--- src/include/tap_decode_pkg.sv ---
package tap_decode_pkg;
  localparam int IR_WIDTH            = 8;
  localparam int ID_WIDTH            = 32;
  localparam int BSR_WIDTH           = 113;
  localparam int RESET_TMS_EDGES     = 5;
  localparam int LINK_DIVIDE         = 8;
  localparam logic [7:0] CODE_EXTEST  = 8'h00;
  localparam logic [7:0] CODE_IDCODE  = 8'h21;
  localparam logic [7:0] CODE_SAMPLE  = 8'h05;
  localparam logic [7:0] CODE_CLAMP   = 8'h07;
  localparam logic [7:0] CODE_HIGHZ   = 8'h03;
  localparam logic [7:0] CODE_BYPASS  = 8'hff;
  localparam logic [1:0] CAPTURE_IR_PATTERN = 2'h1;
  // arbitrary neutral identification value
  localparam logic [31:0] ID_VALUE    = 32'h10000001;

  typedef enum logic [15:0] {
    TLR = 16'h0001, RTI = 16'h0002, SEL_DR = 16'h0004, CAP_DR = 16'h0008,
    SH_DR = 16'h0010, EX1_DR = 16'h0020, PA_DR = 16'h0040, EX2_DR = 16'h0080,
    UPD_DR = 16'h0100, SEL_IR = 16'h0200, CAP_IR = 16'h0400, SH_IR = 16'h0800,
    EX1_IR = 16'h1000, PA_IR = 16'h2000, EX2_IR = 16'h4000, UPD_IR = 16'h8000
  } tap_state_type;

  typedef enum logic [2:0] {
    PATH_BYPASS = 3'h0, PATH_BSR = 3'h1, PATH_ID = 3'h2
  } path_type;

  typedef enum logic [1:0] {
    BALLS_NORMAL = 2'h0, BALLS_BSR = 2'h1, BALLS_HIGHZ = 2'h2
  } balls_type;

  function automatic tap_state_type next_tap(input tap_state_type s, input logic tms);
    case (s)
      TLR:     next_tap = tms ? TLR : RTI;
      RTI:     next_tap = tms ? SEL_DR : RTI;
      SEL_DR:  next_tap = tms ? SEL_IR : CAP_DR;
      CAP_DR:  next_tap = tms ? EX1_DR : SH_DR;
      SH_DR:   next_tap = tms ? EX1_DR : SH_DR;
      EX1_DR:  next_tap = tms ? UPD_DR : PA_DR;
      PA_DR:   next_tap = tms ? EX2_DR : PA_DR;
      EX2_DR:  next_tap = tms ? UPD_DR : SH_DR;
      UPD_DR:  next_tap = tms ? SEL_DR : RTI;
      SEL_IR:  next_tap = tms ? TLR : CAP_IR;
      CAP_IR:  next_tap = tms ? EX1_IR : SH_IR;
      SH_IR:   next_tap = tms ? EX1_IR : SH_IR;
      EX1_IR:  next_tap = tms ? UPD_IR : PA_IR;
      PA_IR:   next_tap = tms ? EX2_IR : PA_IR;
      EX2_IR:  next_tap = tms ? UPD_IR : SH_IR;
      UPD_IR:  next_tap = tms ? SEL_DR : RTI;
      default: next_tap = TLR;
    endcase
  endfunction : next_tap
endpackage : tap_decode_pkg

--- src/include/tap_link_if.sv ---
`timescale 1ns/1ps
interface tap_link_if;
  logic tck;
  logic tms;
  logic tdi;
  logic tdo;
  logic tdo_enable;
  modport device (input tck, input tms, input tdi, output tdo, output tdo_enable);
  modport controller (output tck, output tms, output tdi, input tdo, input tdo_enable);
endinterface : tap_link_if

--- src/design/tap_edge_sync.sv ---
`timescale 1ns/1ps
module tap_edge_sync
  import tap_decode_pkg::*;
(
  input  wire logic i_clock,
  input  wire logic i_resetn,
  input  wire logic i_pin,
  output logic      o_level,
  output logic      o_rise,
  output logic      o_fall
);
  logic meta;
  logic sync;

  always_ff @(posedge i_clock or negedge i_resetn) begin
    if (!i_resetn) begin
      meta <= 1'b0;
      sync <= 1'b0;
    end else begin
      meta <= i_pin;
      sync <= meta;
    end
  end

  always_ff @(posedge i_clock or negedge i_resetn) begin
    if (!i_resetn) begin
      o_level <= 1'b0;
      o_rise  <= 1'b0;
      o_fall  <= 1'b0;
    end else begin
      o_level <= sync;
      o_rise  <= sync & ~o_level;
      o_fall  <= ~sync & o_level;
    end
  end
endmodule : tap_edge_sync

--- src/design/tap_instruction_decoder.sv ---
`timescale 1ns/1ps
module tap_instruction_decoder
  import tap_decode_pkg::*;
(
  input  wire logic                 i_clock,
  input  wire logic                 i_resetn,
  tap_link_if.device                link,
  input  wire logic [BSR_WIDTH-1:0] i_ball_levels,
  output logic [BSR_WIDTH-1:0]      o_ball_values,
  output logic [1:0]                o_ball_mode,
  output logic [IR_WIDTH-1:0]       o_instruction,
  output logic                      o_test_reset
);
  logic          tck_rise;
  logic          tck_fall;
  logic          tms;
  logic          tdi;
  tap_state_type state;
  logic [IR_WIDTH-1:0]  ir_shift;
  logic [IR_WIDTH-1:0]  ir;
  logic [ID_WIDTH-1:0]  id_shift;
  logic [BSR_WIDTH-1:0] bsr_shift;
  logic [BSR_WIDTH-1:0] bsr_hold;
  logic                 bypass_bit;
  path_type             path;
  balls_type            balls;
  logic                 serial_out;
  logic                 tdo;
  logic                 tdo_enable;
  logic [BSR_WIDTH-1:0] ball_meta;
  logic [BSR_WIDTH-1:0] ball_sync;

  ////////////////////////////////////////////////////////////////////////////////
  tap_edge_sync u_tck (
    .i_clock  (i_clock),
    .i_resetn (i_resetn),
    .i_pin    (link.tck),
    .o_level  (),
    .o_rise   (tck_rise),
    .o_fall   (tck_fall)
  );

  tap_edge_sync u_tms (
    .i_clock  (i_clock),
    .i_resetn (i_resetn),
    .i_pin    (link.tms),
    .o_level  (tms),
    .o_rise   (),
    .o_fall   ()
  );

  tap_edge_sync u_tdi (
    .i_clock  (i_clock),
    .i_resetn (i_resetn),
    .i_pin    (link.tdi),
    .o_level  (tdi),
    .o_rise   (),
    .o_fall   ()
  );

  // two flops before the captured ball levels
  always_ff @(posedge i_clock or negedge i_resetn) begin
    if (!i_resetn) begin
      ball_meta <= '0;
      ball_sync <= '0;
    end else begin
      ball_meta <= i_ball_levels;
      ball_sync <= ball_meta;
    end
  end

  ////////////////////////////////////////////////////////////////////////////////
  // standard sequencing
  always_ff @(posedge i_clock or negedge i_resetn) begin
    if (!i_resetn) begin
      state <= TLR;
    end else if (tck_rise) begin
      state <= next_tap(state, tms);
    end
  end

  ////////////////////////////////////////////////////////////////////////////////
  always_ff @(posedge i_clock or negedge i_resetn) begin
    if (!i_resetn) begin
      ir_shift <= CODE_IDCODE;
    end else if (tck_rise) begin
      case (state)
        CAP_IR: ir_shift <= {ir[IR_WIDTH-1:2], CAPTURE_IR_PATTERN};
        SH_IR:  ir_shift <= {tdi, ir_shift[IR_WIDTH-1:1]};
        default: ir_shift <= ir_shift;
      endcase
    end
  end

  always_ff @(posedge i_clock or negedge i_resetn) begin
    if (!i_resetn) begin
      ir <= CODE_IDCODE;
    end else if (tck_rise) begin
      if (next_tap(state, tms) == TLR) begin
        ir <= CODE_IDCODE;
      end else if (state == UPD_IR) begin
        ir <= ir_shift;
      end
    end
  end

  ////////////////////////////////////////////////////////////////////////////////
  // decode the five codes; every other code, bypass included, selects bypass
  always_comb begin
    case (ir)
      CODE_EXTEST: begin
        path  = PATH_BSR;
        balls = BALLS_BSR;
      end
      CODE_IDCODE: begin
        path  = PATH_ID;
        balls = BALLS_NORMAL;
      end
      CODE_SAMPLE: begin
        path  = PATH_BSR;
        balls = BALLS_NORMAL;
      end
      CODE_CLAMP: begin
        path  = PATH_BYPASS;
        balls = BALLS_BSR;
      end
      CODE_HIGHZ: begin
        path  = PATH_BYPASS;
        balls = BALLS_HIGHZ;
      end
      default: begin
        path  = PATH_BYPASS;
        balls = BALLS_NORMAL;
      end
    endcase
  end

  ////////////////////////////////////////////////////////////////////////////////
  always_ff @(posedge i_clock or negedge i_resetn) begin
    if (!i_resetn) begin
      id_shift   <= '0;
      bsr_shift  <= '0;
      bypass_bit <= 1'b0;
    end else if (tck_rise) begin
      if (state == CAP_DR) begin
        id_shift   <= ID_VALUE;
        bypass_bit <= 1'b0;
        if (path == PATH_BSR) begin
          bsr_shift <= ball_sync;
        end
      end else if (state == SH_DR) begin
        id_shift   <= {tdi, id_shift[ID_WIDTH-1:1]};
        bypass_bit <= tdi;
        if (path == PATH_BSR) begin
          bsr_shift <= {tdi, bsr_shift[BSR_WIDTH-1:1]};
        end
      end
    end
  end

  always_ff @(posedge i_clock or negedge i_resetn) begin
    if (!i_resetn) begin
      bsr_hold <= '0;
    end else if (tck_rise && state == UPD_DR && path == PATH_BSR) begin
      bsr_hold <= bsr_shift;
    end
  end

  ////////////////////////////////////////////////////////////////////////////////
  always_comb begin
    if (state == SH_IR) begin
      serial_out = ir_shift[0];
    end else begin
      case (path)
        PATH_BSR: serial_out = bsr_shift[0];
        PATH_ID:  serial_out = id_shift[0];
        default:  serial_out = bypass_bit;
      endcase
    end
  end

  // output changes on every falling test clock; enable set only in shift states
  always_ff @(posedge i_clock or negedge i_resetn) begin
    if (!i_resetn) begin
      tdo        <= 1'b0;
      tdo_enable <= 1'b0;
    end else if (tck_fall) begin
      tdo        <= serial_out;
      tdo_enable <= (state == SH_IR) || (state == SH_DR);
    end
  end

  assign link.tdo        = tdo;
  assign link.tdo_enable = tdo_enable;

  ////////////////////////////////////////////////////////////////////////////////
  // drive preloaded values
  always_ff @(posedge i_clock or negedge i_resetn) begin
    if (!i_resetn) begin
      o_ball_values <= '0;
      o_ball_mode   <= BALLS_NORMAL;
      o_instruction <= CODE_IDCODE;
      o_test_reset  <= 1'b1;
    end else begin
      o_ball_values <= bsr_hold;
      o_ball_mode   <= balls;
      o_instruction <= ir;
      o_test_reset  <= (state == TLR);
    end
  end
endmodule : tap_instruction_decoder

--- src/flat_wrapper.sv ---
// flat-port wrapper written by rule: the top's interface ports become plain ports
module tap_instruction_decoder_flat import tap_decode_pkg::*;
  (i_clock, i_resetn, i_ball_levels, o_ball_values, o_ball_mode, o_instruction, o_test_reset, link_tck, link_tms, link_tdi, link_tdo, link_tdo_enable);
  tap_link_if link_i ();
  input  wire logic i_clock;
  input  wire logic i_resetn;
  input  wire logic [BSR_WIDTH-1:0] i_ball_levels;
  output logic [BSR_WIDTH-1:0] o_ball_values;
  output logic [1:0] o_ball_mode;
  output logic [IR_WIDTH-1:0] o_instruction;
  output logic o_test_reset;
  input wire logic [$bits(link_i.tck)-1:0] link_tck;
  input wire logic [$bits(link_i.tms)-1:0] link_tms;
  input wire logic [$bits(link_i.tdi)-1:0] link_tdi;
  output wire logic [$bits(link_i.tdo)-1:0] link_tdo;
  output wire logic [$bits(link_i.tdo_enable)-1:0] link_tdo_enable;
  assign link_i.tck = link_tck;
  assign link_i.tms = link_tms;
  assign link_i.tdi = link_tdi;
  assign link_tdo = link_i.tdo;
  assign link_tdo_enable = link_i.tdo_enable;
  tap_instruction_decoder u_core (.i_clock(i_clock), .i_resetn(i_resetn), .link(link_i), .i_ball_levels(i_ball_levels), .o_ball_values(o_ball_values), .o_ball_mode(o_ball_mode), .o_instruction(o_instruction), .o_test_reset(o_test_reset));
endmodule
--- config.mk ---
export PLATFORM = sky130hd
export DESIGN_NAME = tap_instruction_decoder_flat
export DESIGN_NICKNAME = d
export VERILOG_FILES = /design/src/include/tap_decode_pkg.sv /design/src/include/tap_link_if.sv /design/src/design/tap_edge_sync.sv /design/src/design/tap_instruction_decoder.sv /design/src/flat_wrapper.sv
export SDC_FILE = /design/constraint.sdc
export NUM_CORES = 1
export LEC_CHECK = 0
export BUFFER_PORTS_ARGS = -buffer_cell sky130_fd_sc_hd__buf_2
export CAP_MARGIN = 0
export CORE_MARGIN = 2
export CORE_UTILIZATION = 40
export CTS_CLUSTER_SIZE = 12
export DETAILED_ROUTE_END_ITERATION = 6
export GPL_TIMING_DRIVEN = 0
export PLACE_DENSITY = 0.66
export SYNTH_ARGS = -nofsm -noshare
export SYNTH_HDL_FRONTEND = slang
export SYNTH_SLANG_ARGS = --single-unit
--- constraint.sdc ---
create_clock -name i_clock -period 2.75 [get_ports i_clock]
set_input_delay 0.1375 -clock i_clock [delete_from_list [all_inputs] [get_ports i_clock]]
set_output_delay 0.1375 -clock i_clock [all_outputs]
set_load 0.01 [all_outputs]
==> Word-level counts from Yosys, hierarchy flattened <==
Index checks and enable logic that the tools add are counted.
{ "totals": {"regBits": 654, "elab_cells": 98} }
{ "op_classes": {"n_eq_ne": 23, "mux": 29, "bitwise": 4, "n_reduce_logical": 16} }
{ "ops": {"columns": ["operator", "n"], "rows": [
  ["$mux 113", 4],
  ["$pmux 16 s12", 1],
  ["$mux 32", 2],
  ["$mux 16", 3],
  ["$eq 16x1->1 const B", 2],
  ["$mux 8", 3],
  ["$mux 9", 2],
  ["$eq 16x10->1 const B", 1],
  ["$eq 16x11->1 const B", 1],
  ["$eq 16x12->1 const B", 1],
  ["$eq 16x13->1 const B", 1],
  ["$eq 16x14->1 const B", 1],
  ["$eq 16x15->1 const B", 1],
  ["$eq 16x16->1 const B", 1],
  ["$eq 16x2->1 const B", 1],
  ["$eq 16x3->1 const B", 1],
  ["$eq 16x4->1 const B", 1],
  ["$eq 16x5->1 const B", 1],
  ["$eq 16x6->1 const B", 1],
  ["$eq 16x7->1 const B", 1],
  ["$eq 16x8->1 const B", 1],
  ["$eq 16x9->1 const B", 1],
  ["$eq 8x3->1 const B", 2],
  ["$pmux 8 s2", 1],
  ["other kinds (24)", 37]
]} }

==> Logic depth before layout (Yosys ltp) <==
{ "logic_depth": {"depth_word": 7, "depth_mapped": 10, "mapped_depth_nobuf": 9} }

==> Modules after synthesis <==
From an unflattened synthesis, not the netlist that was laid out.
{ "unflattened": {"cells_unflattened": 1603, "area_unflattened_um2": 22101.2} }
{ "modules_own_cells": {"columns": ["mod", "n_inst", "cells_per_inst", "area_per_inst_um2", "seq_area_each_um2"], "rows": [
  ["tap_instruction_decoder", 1, 1582, 21680.8, 16075.4],
  ["tap_edge_sync", 3, 7, 140.1, 125.1]
]} }

==> Least setup slack after synthesis <==
No wires, ideal clock.
{ "synth_timing": {"path_kind": "reg2reg", "start": "register u_core.state[13]", "end": "register u_core.bsr_shift[100]", "setup_time_ps": 132, "t_arrival_ps": 2369, "slack_ps": 249, "path_stages_with_launch": 11, "period_less_slack_ps": 2501, "path_cell_list": "dfrtp_1 -> buf_6 -> or4_4 -> buf_6 -> nor4b_4 -> nand4_2 -> buf_2 -> buf_2 -> buf_2 -> nand2_1 -> o21ai_1"} }
{ "synth_between": {"elab_chain_len": 3} }
{ "synth_lines": {"columns": ["item", "line", "rtl"], "rows": [
  ["from (decl)", "tap_instruction_decoder.sv:18", "tap_state_type state;"],
  ["from (signal assigned)", "tap_instruction_decoder.sv:78", "state <= next_tap(state, tms);"],
  ["$eq 16x5->1 or $eq 16x4->1 (tied branches)", "tap_instruction_decoder.sv:151, tap_instruction_decoder.sv:145", null],
  ["$reduce_bool 2->1 (no source line)", null, null],
  ["$reduce_and 3->1 (no source line)", null, null],
  ["to (signal assigned)", "tap_instruction_decoder.sv:149", "bsr_shift <= ball_sync;"],
  ["to (signal assigned)", "tap_instruction_decoder.sv:155", "bsr_shift <= {tdi, bsr_shift[BSR_WIDTH-1:1]};"],
  ["to (decl)", "tap_instruction_decoder.sv:22", "logic [BSR_WIDTH-1:0] bsr_shift;"]
]} }
Parallel ways exist; a longest one is shown, timed or not.
A chain may end at the register's enable or synchronous reset.

==> Worst setup path in the final report <==
{ "layout_timing": {"start": "register u_core.state[6]", "end": "register u_core.bsr_shift[81]"} }
Same word-level chain as after synthesis.

==> run_results.csv <==
group,metric,value,unit
cts,cts.clk_slew.worst_paths,0.06,ns
run_status,status,"completed",
setup_path,start_kind,"flop",
cts,ctsHtreeMaxLevel,3,
global_route,gr-total-overflow,0,
cells_and_area,finalNonFillerCells,2596,
logic_synthesis,synth_top_area_share,74.48,%
cts,clk_latency,0.61,ns
logic_synthesis,ys_warn_count,0,
pwr,p_int,0.01585,W
placed_design,io_buffer_count,243,
setup_path,cp_data_arrival_time,3.16,ns
pwr,p_clk_share,45.2,%
hold_path,hold_path_class,"primary input to asynchronous set/reset pin",
floorplanning,die_area,56060,µm²
sta,worst_slack,0.03106,ns
logic_synthesis,synth_area_leaders,"dfrtp_1 74%, mux2_2 5.9%, mux2i_1 5.5%",
sta,max_slew.worst_pin.slew,0.7311,ns
cts,clockBufferDepth,3,
cells_and_area,multi_input_area,4942,µm²
detailed_routing,viasPerCell,4.798,
cts,cts_root_buf,"clkbuf_16",
logic_synthesis,yosys.area.top_type,"dfrtp_1",
sta,hold_violations,0,
pwr,comb_power_share,5.6,%
logic_synthesis,synthArstFlopShare,100.0,%
cells_and_area,fill_cells,4407,
placed_design,place_ws,-0.9292,ns
logic_synthesis,yosysSeqAreaShare,75.45,%
cells_and_area,drive_above_1_share,29.23,%
cts,clock_sink_count,653,
pwr,p_seq_share,49.3,%
logic_synthesis,syn_area,21670,µm²
sta,rsz0062_at_grt,"true",
cells_and_area,layout.area.seq,16350,µm²
pwr,ir_drop,0.5247,mV
cells_and_area,fin_nets,1975,
detailed_routing,wl_per_cell,17.62,µm
floorplanning,dieHeight,236.8,µm
floorplanning,die-width,236.8,µm
pwr,powerDensity,733.3,nW/µm²
sta,period_minus_slack,2.719,ns
logic_synthesis,synth_edf_count,0,
setup_path,cp_data_required_time,3.20,ns
placed_design,gp_congestion,0.8618,
logic_synthesis,ys_ff_latch,653,
setup_path,critPathCaptureType,"flop",
cells_and_area,syn2layout_area_growth,27.71,%
global_route,grt_max_degree,130,
placed_design,place_area,23910,µm²
logic_synthesis,synth_cell_types,55,
floorplanning,ios,244,
detailed_routing,drc_errors,0,
cts,numCtsBuffers,71,
logic_synthesis,synthTopCellsByCount,"645 x dfrtp_1, 134 x nand2_1, 120 x mux2i_1",
sta,report.final.slew_viol_count,0,
pwr,p_sw_share,21.91,%
sta,fmax,367.8,MHz
run,maxCapViolCount,0,
logic_synthesis,synth_most_common_cell,"dfrtp_1",
sta,setup_viol,0,
global_route,grt_pass1_vias,13380,
setup_path,path_max_fanout,10,
global_route,antenna_found_initial,5,
sta,slew_headroom,50.93,%
logic_synthesis,syn_inst,1413,
global_route,grt_first_pass_wirelength,73470,µm
pwr,leakagePower,13.17,nW
floorplanning,core,53710,µm²
sta,skew,0.02504,ns
logic_synthesis,ys.flop_type,"dfrtp_1",
logic_synthesis,avgSynthCellArea,15.34,µm²
setup_path,r2r_cells,9,
cells_and_area,finalInstanceArea,27680,µm²
sta,period_share,98.87,%
global_route,gr-usage-all-layers,16.71,%
detailed_routing,dr_total_vias,12460,
placed_design,hpwl,28880,µm
pwr,p_switching,0.004447,W
detailed_routing,ant_nets,0,
setup_path,rrSetupSlack,0.03,ns
pwr,power.total,0.02029,W
logic_synthesis,synth.net_count,1533,
floorplanning,fp-row-count,85,
detailed_routing,drt_iter0_markers,711,
detailed_routing,wl,45740,µm
detailed_routing,drt_pass1_iterations,4,
setup_path,criticalPathCategory,"flop to flop",
floorplanning,initial_utilization,40.35,%
placed_design,dp_cells,2357,
cts,cts_tree,"built",
[power by group through the flow]
stage / registers, W / logic [W] / clock network [W]
floorplan: 0.0102 / 0.000433 / 0
global placement: 0.0102 / 0.000856 / 0
detailed placement: 0.0102 / 0.000898 / 0
CTS: 0.0100 / 0.00107 / 0.00941
global route: 0.0100 / 0.00124 / 0.00987
finish: 0.0100 / 0.00113 / 0.00917
[final timing paths]
path                                           start                        to
worst max-delay path                 u_core.state[6]      u_core.bsr_shift[81]
worst min-delay path                        i_resetn  u_core.o_ball_values[28]
worst max register to register       u_core.state[6]      u_core.bsr_shift[81]
worst min register to register  u_core.ball_meta[24]      u_core.ball_sync[24]
max in group asynchronous                   i_resetn      u_core.ball_sync[61]
min in group i_clock               i_ball_levels[17]      u_core.ball_meta[17]
[per-stage QoR]
| stage | utilization [%] | setup TNS, ns | hold slack [ns] |
|---|---|---|---|
| final | 51.53 | 0 | 0.1338 |
| after global routing | 51.53 | -0.2340 | 0.1376 |
| after CTS | 51.15 | 0 | 0.07957 |
| after detailed placement | 44.51 | -151.83 | 0.05348 |
| after global placement | 44.24 | -7469.57 | 0.2459 |
| after floorplan | - | 0 | -0.1581 |
[per-layer routing]
layer | part of all wire [%] | GRT usage [%] | vias to the layer above
li1 | - | - | 5750
met1 | 44 | 21.94 | 6333
met2 | 48 | 26.73 | 250
met3 | 3.8 | 3.707 | 117
met4 | 4.1 | 7.537 | 6
met5 | 0.081 | 0 | -
[kinds of logic after synthesis]
family / synth area share [%]
adder cells (fa/ha/maj): 0.1155
XOR/XNOR: 0.3233
buffers and inverters: 2.154
AO/OA/AOI/OAI: 5.566
AND/OR/NAND/NOR: 4.925
flip-flops: 75.45
multiplexers: 11.47
[cells in the final DEF, fill, tap and decap left out, types with 7 or more instances in the layout]
master	n
mux2_2	114
a31oi_1	8
nor2b_1	9
clkbuf_2	7
clkinv_2	8
o22ai_1	9
dfstp_2	8
dlygate4sd3_1	117
buf_4	22
o21ai_1	56
clkbuf_8	15
dfrtp_1	643
o21ai_0	78
buf_6	14
nor2_1	15
buf_8	7
buf_2	247
a22o_1	29
clkbuf_1	33
nand2_1	134
clkbuf_16	71
mux2i_1	117
nand3_1	10
inv_1	14
[state kept, by name, summed over array words and instances (netlist names), 2 cells and up]
| register | count |
|---|---|
| u_core.o_ball_mode | 2 |
| u_core.bsr_hold | 113 |
| u_core.o_ball_values | 113 |
| u_core.id_shift | 32 |
| u_core.ir | 8 |
| u_core.ball_meta | 113 |
| u_core.ball_sync | 113 |
| u_core.o_instruction | 8 |
| u_core.ir_shift | 8 |
| u_core.bsr_shift | 113 |
| u_core.state | 16 |
[final cells by class]
class | instances | area share, %
inverter | 14 | 0.1899
sequential | 653 | 59.09
antenna | 1 | 0.009042
clock inverter | 19 | 0.8725
buffer | 72 | 1.953
tap | 696 | 3.146
multi-input combinational | 667 | 17.86
clock buffer | 98 | 7.328
timing repair buffer | 376 | 9.557
[timing repair]
action	4_1_cts	5_1_grt
pin swaps	1	5
endpoints found under the setup margin	231	173
gates resized for setup	19	93
hold buffers	118	0
hold endpoints to repair	398	0
buffers inserted	4	6
[critical path, cell delays in order, from the launching register on]
cell and delay, ns:
dfrtp_2 0.46, or4_1 0.53, buf_2 0.20, nor3_4 0.22
and4_4 0.26, buf_12 0.16, buf_12 0.17, buf_8 0.18
mux2i_2 0.26, o21ai_1 0.09
Note: power is estimated with default switching activity, not from simulation.
